**src/clkg_pkg.sv**
```systemverilog
package clkg_pkg;
  // strap patterns that select the non-multiplying modes
  localparam logic [2:0] STRAP_PRESC = 3'h1;
  localparam logic [2:0] STRAP_DIRECT = 3'h3;
  // strap pattern for the x4 default; not used, the strap latch has no reset value
  localparam logic [2:0] STRAP_RST = 3'h7;
  // multiplier factors for each strap pattern
  localparam logic [3:0] FACT_X4 = 4'h4;
  localparam logic [3:0] FACT_X3 = 4'h3;
  localparam logic [3:0] FACT_X8 = 4'h8;
  localparam logic [3:0] FACT_X5 = 4'h5;
  localparam logic [3:0] FACT_X10 = 4'hA;
  // supervisor counter overflows after this many free-running cycles
  localparam logic [4:0] WDOG_OVF = 5'h10;
  // width and reset value of the multiplied half-unit length
  localparam int HALF_W = 8;
  localparam logic [7:0] HALF_RST = 8'h04;
  // half-unit length of the free-running backup clock, in system cycles
  localparam logic [7:0] FREE_HALF = 8'h01;
  // clock rate and lock-loss timeout
  localparam int CLK_PERIOD_NS = 10;
  localparam int UNLOCK_TIME_NS = 2000;
  localparam int UNLOCK_CYC = UNLOCK_TIME_NS / CLK_PERIOD_NS;
  localparam logic [7:0] UNLOCK_LIM = UNLOCK_CYC[7:0];
  // clock generation mechanism chosen by the straps
  typedef enum logic [1:0] {
    MODE_PLL = 2'h0,
    MODE_PRESC = 2'h1,
    MODE_DIRECT = 2'h3
  } clkg_mode_type;
  // source of the cpu clock: normal path or irrevocable backup
  typedef enum logic [1:0] {
    SRC_NORMAL = 2'h0,
    SRC_FREE = 2'h1
  } clkg_src_type;
endpackage : clkg_pkg

```
**src/clkg_top.sv**
```systemverilog
// Behaviour
// sample strap pins during reset to pick mode
// multiplier modes give input times factor F
// strap 001 gives input divided by two
// strap 011 drives cpu clock from input directly
// all other strap patterns use the multiplier
// resync every F transitions, adjust length gradually
// supervisor on after reset, disable input stops it
// supervisor works only in direct or prescaler mode
// backup clock counts, input transitions clear counter
// counter overflow after 16 cycles means failure
// on failure use backup clock, raise request
// backup clock kept until next reset
// supervisor disabled: input clock, multiplier off
// each cpu clock edge marks a half unit
// prescaler phases each last one input period
// direct phases follow input duty cycle
// lock loss raises request, multiplier runs free
// strap mode frozen after reset release
module clkg_top (
  // clock, reset, enable
  input wire logic clock_i,
  input wire logic sys_rst_i,
  input wire logic clk_en_i,
  // crystal and straps from pins
  input wire logic crystal_input_pin_i,
  input wire logic [2:0] clock_mode_strap_pins_i,
  // configuration from the system configuration register
  input wire logic osc_supervisor_disable_i,
  // generated clock and half-unit marker
  output logic cpu_clk_o,
  output logic half_clock_unit_o,
  // analog controls
  output logic pll_enable_o,
  output logic osc_amp_enable_o,
  // latched mode and sticky requests
  output logic [1:0] clock_mode_o,
  output logic osc_fail_irq_o,
  output logic pll_unlock_irq_o
);

  // factor lookup for a strap pattern
  function automatic logic [3:0] strap_factor(input logic [2:0] s);
    case (s)
      3'h6: strap_factor = clkg_pkg::FACT_X3;
      3'h5: strap_factor = clkg_pkg::FACT_X8;
      3'h4: strap_factor = clkg_pkg::FACT_X5;
      3'h2: strap_factor = clkg_pkg::FACT_X10;
      default: strap_factor = clkg_pkg::FACT_X4;
    endcase
  endfunction : strap_factor

  // mode lookup for a strap pattern
  function automatic clkg_pkg::clkg_mode_type strap_mode(input logic [2:0] s);
    case (s)
      clkg_pkg::STRAP_PRESC: strap_mode = clkg_pkg::MODE_PRESC;
      clkg_pkg::STRAP_DIRECT: strap_mode = clkg_pkg::MODE_DIRECT;
      default: strap_mode = clkg_pkg::MODE_PLL;
    endcase
  endfunction : strap_mode

  // width of the multiplied half-unit length
  localparam int HALF_LOC = clkg_pkg::HALF_W;

  // pin synchronisers, three stages each
  logic [2:0] xs1_ff, xs2_ff, xs3_ff;
  logic [2:0] ss1_ff [3];
  logic xtal_lvl_ff; // filtered crystal level
  logic [2:0] strap_ff; // latched strap pattern
  clkg_pkg::clkg_mode_type mode_ff; // latched mode
  clkg_pkg::clkg_src_type src_ff; // clock source state
  logic [3:0] fact_ff; // latched factor
  logic [4:0] wdog_ff; // supervisor counter
  logic [7:0] nolock_ff; // cycles since last transition, multiplier mode
  logic [HALF_LOC-1:0] half_len_ff; // current multiplied half-unit length
  logic [7:0] unit_cnt_ff; // cycles within current half unit
  logic [7:0] win_units_ff; // half units in resync window
  logic [3:0] win_tr_ff; // transitions in resync window
  logic cpu_clk_ff, half_ff, pll_en_ff, amp_en_ff, osc_irq_ff, unl_irq_ff;

  // decoded conditions
  wire xtal_stable = xs2_ff[0] == xs3_ff[0];
  wire xtal_edge = xtal_stable && (xs3_ff[0] != xtal_lvl_ff);
  wire xtal_rise = xtal_edge && xs3_ff[0];
  wire is_pll = mode_ff == clkg_pkg::MODE_PLL;
  wire is_presc = mode_ff == clkg_pkg::MODE_PRESC;
  wire is_direct = mode_ff == clkg_pkg::MODE_DIRECT;
  wire normal = src_ff == clkg_pkg::SRC_NORMAL;
  wire sup_act = !osc_supervisor_disable_i && !is_pll; // see R7
  wire wdog_ovf = sup_act && normal && !xtal_edge
    && (wdog_ff == clkg_pkg::WDOG_OVF - 5'h01);
  wire lock_lost = is_pll && normal && !xtal_edge
    && (nolock_ff == clkg_pkg::UNLOCK_LIM);
  wire [7:0] fact_sq = 8'(fact_ff * fact_ff); // half units per window
  wire win_end = xtal_edge && (win_tr_ff == fact_ff - 4'h1);
  wire [7:0] cur_len = normal ? 8'(half_len_ff) : clkg_pkg::FREE_HALF;
  wire unit_done = unit_cnt_ff + 8'h01 >= cur_len;

  // next cpu clock per source and mode
  logic nxt_cpu_clk;
  assign nxt_cpu_clk = !normal ? (unit_done ? !cpu_clk_ff : cpu_clk_ff)
    : is_direct ? xtal_lvl_ff // see R4
    : is_presc ? (xtal_rise ? !cpu_clk_ff : cpu_clk_ff) // see R3
    : (unit_done ? !cpu_clk_ff : cpu_clk_ff); // see R2

  // next half-unit length, moved one step per window
  logic [HALF_LOC-1:0] nxt_half_len;
  assign nxt_half_len = !win_end ? half_len_ff
    : (win_units_ff < fact_sq && half_len_ff > 8'h01) ? half_len_ff - 8'h01
    : (win_units_ff > fact_sq) ? half_len_ff + 8'h01 : half_len_ff;

  // pin synchronisers
  always_ff @(posedge clock_i) begin
    if (clk_en_i) begin
      xs1_ff <= {2'h0, crystal_input_pin_i};
      xs2_ff <= xs1_ff;
      xs3_ff <= xs2_ff;
      ss1_ff[0] <= clock_mode_strap_pins_i;
      ss1_ff[1] <= ss1_ff[0];
      ss1_ff[2] <= ss1_ff[1];
    end
  end

  // strap latch: follows pins while reset is held, frozen afterwards
  always_ff @(posedge clock_i) begin
    if (sys_rst_i) begin
      if (clk_en_i && ss1_ff[1] == ss1_ff[2]) begin
        strap_ff <= ss1_ff[2];
      end
    end
  end

  // mode and factor follow the latched straps only during reset
  always_ff @(posedge clock_i) begin
    if (sys_rst_i) begin
      mode_ff <= strap_mode(strap_ff); // see R1
      fact_ff <= strap_factor(strap_ff);
    end
  end

  // source state, irrevocable switch to backup
  always_ff @(posedge clock_i) begin
    if (sys_rst_i) begin
      src_ff <= clkg_pkg::SRC_NORMAL;
    end else if (clk_en_i) begin
      case (src_ff)
        clkg_pkg::SRC_NORMAL: begin
          if (wdog_ovf || lock_lost) begin
            src_ff <= clkg_pkg::SRC_FREE; // see R11
          end
        end
        clkg_pkg::SRC_FREE: src_ff <= clkg_pkg::SRC_FREE;
        default: src_ff <= clkg_pkg::SRC_FREE;
      endcase
    end
  end

  // crystal level and supervisor counters
  always_ff @(posedge clock_i) begin
    if (sys_rst_i) begin
      xtal_lvl_ff <= 1'b0;
      wdog_ff <= 5'h00;
      nolock_ff <= 8'h00;
    end else if (clk_en_i) begin
      if (xtal_stable) begin
        xtal_lvl_ff <= xs3_ff[0];
      end
      // cleared by each transition or while the supervisor is off, counts up to WDOG_OVF and holds otherwise
      if (xtal_edge || !sup_act) begin
        wdog_ff <= 5'h00;
      end else if (wdog_ff != clkg_pkg::WDOG_OVF) begin
        wdog_ff <= wdog_ff + 5'h01;
      end
      if (xtal_edge || !is_pll) begin
        nolock_ff <= 8'h00;
      end else if (nolock_ff != clkg_pkg::UNLOCK_LIM) begin
        nolock_ff <= nolock_ff + 8'h01;
      end
    end
  end

  // multiplier tracking loop
  always_ff @(posedge clock_i) begin
    if (sys_rst_i) begin
      half_len_ff <= clkg_pkg::HALF_RST;
      unit_cnt_ff <= 8'h00;
      win_units_ff <= 8'h00;
      win_tr_ff <= 4'h0;
    end else if (clk_en_i) begin
      half_len_ff <= nxt_half_len;
      unit_cnt_ff <= unit_done ? 8'h00 : unit_cnt_ff + 8'h01;
      // window of F transitions, counting generated half units
      if (win_end) begin
        win_tr_ff <= 4'h0;
        win_units_ff <= 8'(unit_done);
      end else begin
        win_tr_ff <= xtal_edge ? win_tr_ff + 4'h1 : win_tr_ff;
        if (unit_done && win_units_ff != 8'hFF) begin
          win_units_ff <= win_units_ff + 8'h01;
        end
      end
    end
  end

  // registered outputs
  always_ff @(posedge clock_i) begin
    if (sys_rst_i) begin
      cpu_clk_ff <= 1'b0;
      half_ff <= 1'b0;
      pll_en_ff <= 1'b1;
      amp_en_ff <= 1'b1;
      osc_irq_ff <= 1'b0;
      unl_irq_ff <= 1'b0;
    end else if (clk_en_i) begin
      cpu_clk_ff <= nxt_cpu_clk;
      half_ff <= nxt_cpu_clk != cpu_clk_ff;
      pll_en_ff <= is_pll || !osc_supervisor_disable_i || !normal;
      amp_en_ff <= !is_direct;
      osc_irq_ff <= osc_irq_ff || wdog_ovf;
      unl_irq_ff <= unl_irq_ff || lock_lost;
    end
  end

  assign cpu_clk_o = cpu_clk_ff;
  assign half_clock_unit_o = half_ff;
  assign pll_enable_o = pll_en_ff;
  assign osc_amp_enable_o = amp_en_ff;
  assign clock_mode_o = mode_ff;
  assign osc_fail_irq_o = osc_irq_ff;
  assign pll_unlock_irq_o = unl_irq_ff;
endmodule : clkg_top

```
**config.mk**
```make
export PLATFORM = sky130hd
export DESIGN_NAME = clkg_top
export DESIGN_NICKNAME = d
export VERILOG_FILES = /design/src/clkg_pkg.sv /design/src/clkg_top.sv
export SDC_FILE = /design/constraint.sdc
export NUM_CORES = 1
export LEC_CHECK = 0
export BUFFER_PORTS_ARGS = -buffer_cell sky130_fd_sc_hd__buf_2
export CORE_UTILIZATION = 45
export DETAILED_ROUTE_END_ITERATION = 8
export SLEW_MARGIN = 0
export SYNTH_ARGS = -nofsm -noshare
export SYNTH_HDL_FRONTEND = slang
export SYNTH_SLANG_ARGS = --single-unit
export TNS_END_PERCENT = 100
```
**constraint.sdc**
```tcl
create_clock -name clock_i -period 4.5 [get_ports clock_i]
set_input_delay 0.45 -clock clock_i [delete_from_list [all_inputs] [get_ports clock_i]]
set_output_delay 0.45 -clock clock_i [all_outputs]
set_load 0.01 [all_outputs]
```
==> summary.txt <==
Run status
  • Status: finished clean

Placed design
  • Placed Area: 4310 µm²
  • Gpl congestion: 0.853
  • Setup WS pre-CTS: 0.793 ns
  • I/O Buffers: 15
  • Placed cells: 571
  • Hpwl dp: 6.13 mm

Setup path
  • Largest delay contributor family on the critical path: compound AO/OA/AOI/OAI gates
  • Setup crit end kind: register
  • Critical path startpoint category: register
  • CP arrival: 4.02 ns
  • Critical path type: register to register
  • Critical path's slowest cell: edfxtp_1
  • Worst Path Buf+Inv: 0
  • CP cell instances: nor2b_1 > and2_1 > ha_1 > a21o_1 > a21oi_1 > nor2b_1 > o31ai_1 > ha_1 > and4_1 > o21a_1 > a21oi_1 > mux2_2 > or3_1 > a21oi_1
  • CP peak stage delay: 0.47 ns
  • CP dominant cell by count: a21oi_1
  • Crit path max fanout: 7
  • Reg-to-reg slack, setup: 0.75 ns
  • Required @ worst endpoint: 4.77 ns

Timing
  • Setup tns final: 0 ns
  • Slew HR: 0.566
  • RSZ-0062 raised after global routing: no
  • Max-slew violations: 0
  • Final Hold Fails: 0
  • Fin worst setup slack: 0.750 ns
  • Skew final: 0.0108 ns
  • Fin crit period: 3.75 ns
  • Fmax: 0.267 GHz
  • Final Cycle Share: 0.833
  • Worst slew pin tran: 0.645 ns
  • Final setup fails: 0

Clock tree
  • Post-CTS setup buffers: 0
  • Post_cts resized: 0
  • Clock sinks: 70
  • Worst skew pair latency: 0.33 ns
  • Clock buffer depth: 2
  • H-tree levels: 3
  • CTS tree: done
  • TritonCTS buffer count: 9
  • Worst-path clk slew: 0.08 ns
  • Clock Root Buffer: clkbuf_8
  • Hold buffers post-CTS: 0

Yosys
  • Number of synthesized register bits: 70
  • Mapped cell area: 4140 µm²
  • Primary FF master, synth: dfxtp_1
  • Syn avg cell area: 9.05 µm²
  • Mapped Nets: 499
  • Number of synthesized flops with an enable pin: 21
  • Fraction of registers with async set/reset: 0
  • Area contributors post-synth: dfxtp_1 24%, edfxtp_1 15%, ha_1 9.7%
  • Yosys Warn Count: 0
  • Post-synthesis cell type count: 65
  • Post-Syn Instances: 458
  • Seq/Total Area, Yosys: 0.389
  • Synth top area share: 0.237
  • Post-synth top area cell: dfxtp_1

Floorplanning
  • Top Ports: 16
  • Die width: 98.0 µm
  • Core area: 8810 µm²
  • Die area: 9590 µm²
  • Rows: 34
  • Die H: 98.0 µm
  • Initial Utilization: 0.470

Detailed routing
  • Routed vias/inst: 5.65
  • Routed vias: 3315
  • First DRT Iteration DRCs: 199
  • Number of remaining DRC errors: 0
  • Final ANT Viol Nets: 0
  • Routed wire length: 8.58 mm
  • Drt wl/cell: 14.6 µm
  • Detailed Routing Iterations Pass 1: 5

Hold path
  • Min-Delay Path Class: input port to register

Global route
  • Antenna violations before repair: 0
  • GRT overflow: 0
  • Vias in the first global route: 3238
  • Total track usage: 0.190
  • Global-route wire length before repair: 14.8 mm
  • Largest net degree at the start of global routing: 44

Layout
  • Share of layout cells above drive strength 1: 0.0898
  • Fin area: 4500 µm²
  • Most frequent cells in the layout: 49 x dfxtp_1, 42 x nor2_1, 38 x nand2_1
  • Nets: 515
  • Layout Cells excl Fill: 587
  • Most common cell after layout, fill and taps aside: dfxtp_1
  • Area growth from synthesis to layout: 8.70%
  • Antenna diodes: 0

Power and ir drop
  • Peak supply drop: 0.188 mV
  • Power density cells: 286 nW/µm²
  • Cell leakage power: 1.76 nW

Job
  • Max-cap viol count: 0
## power by group
part / leakage, nW / internal, mW / switching [mW]
Combinational: 1.06 / 0.0438 / 0.0705
Clock: 0.0980 / 0.252 / 0.238
Sequential: 0.601 / 0.668 / 0.0167
## registers in the layout (all words and copies together), names as in the netlist, 2 cells and up
signal	cells
strap_ff	3
win_units_ff	8
clock_mode_o	2
ss1_ff	9
fact_ff	4
win_tr_ff	4
unit_cnt_ff	8
half_len_ff	8
nolock_ff	8
wdog_ff	5
## cell usage after synthesis (all sizes together) (2+ instances only)
master	number
xor2	14
a31oi	4
dfxtp	49
and4	2
or4	4
a21o	8
o2111ai	2
o21a	2
nor2b	9
or3	9
nor2	42
edfxtp	21
clkbuf	9
a2111o	4
xnor2	13
ha	32
nor3	11
mux2	5
nand3b	2
a21oi	37
nand2b	14
nand2	38
mux2i	4
nand4	8
and2	5
nand3	23
nand4b	2
and3	7
o31ai	4
or3b	3
o211ai	2
o21ai	21
nor4	5
a211oi	2
inv	20
buf	3
a22oi	2
a311oi	2
## final cells by class
type	instances	area, µm²
fill	850	4300
multi-input combinational	355	2400
sequential	70	1610
tap	108	135
clock buffer	9	124
timing repair buffer	17	90.1
inverter	21	78.8
clock inverter	7	65.1
## cells by family after synthesis
family	after synthesis	share of synthesized area
simple gates	190	0.249
mux	9	0.0242
flops	70	0.389
xor+xnor	27	0.0571
fa+ha+maj	33	0.101
compound gates	96	0.147
buf+inv	33	0.0320
## per-layer routing
layer	wire length [µm]	GRT usage	up-vias	share of wire
li1	-	-	1690	-
met1	4020	0.234	1562	0.47
met2	4210	0.334	55	0.49
met3	243	0.0351	8	0.028
met4	107	0.0606	0	0.012
met5	0	0	-	0
## through the flow
stage / util / hold slack [ns] / total power, mW
after CTS: 0.511 / 0.270 / 1.30
after global routing: 0.511 / 0.261 / 1.35
after floorplan: - / 0.400 / 0.778
final: 0.511 / 0.289 / 1.29
after global placement: 0.490 / 0.407 / 0.811
after detailed placement: 0.490 / 0.407 / 0.814
## final timing paths
path | to | start | depth (start not counted)
setup / recovery | half_len_ff[4] | fact_ff[2] | 14
hold / removal | ss1_ff[0][0] | clock_mode_strap_pins_i[0] | 1
setup reg to reg | half_len_ff[4] | fact_ff[2] | 14
hold reg to reg | xs2_ff[0] | xs1_ff[0] | 0
Note: power is estimated with default switching activity, not from simulation.
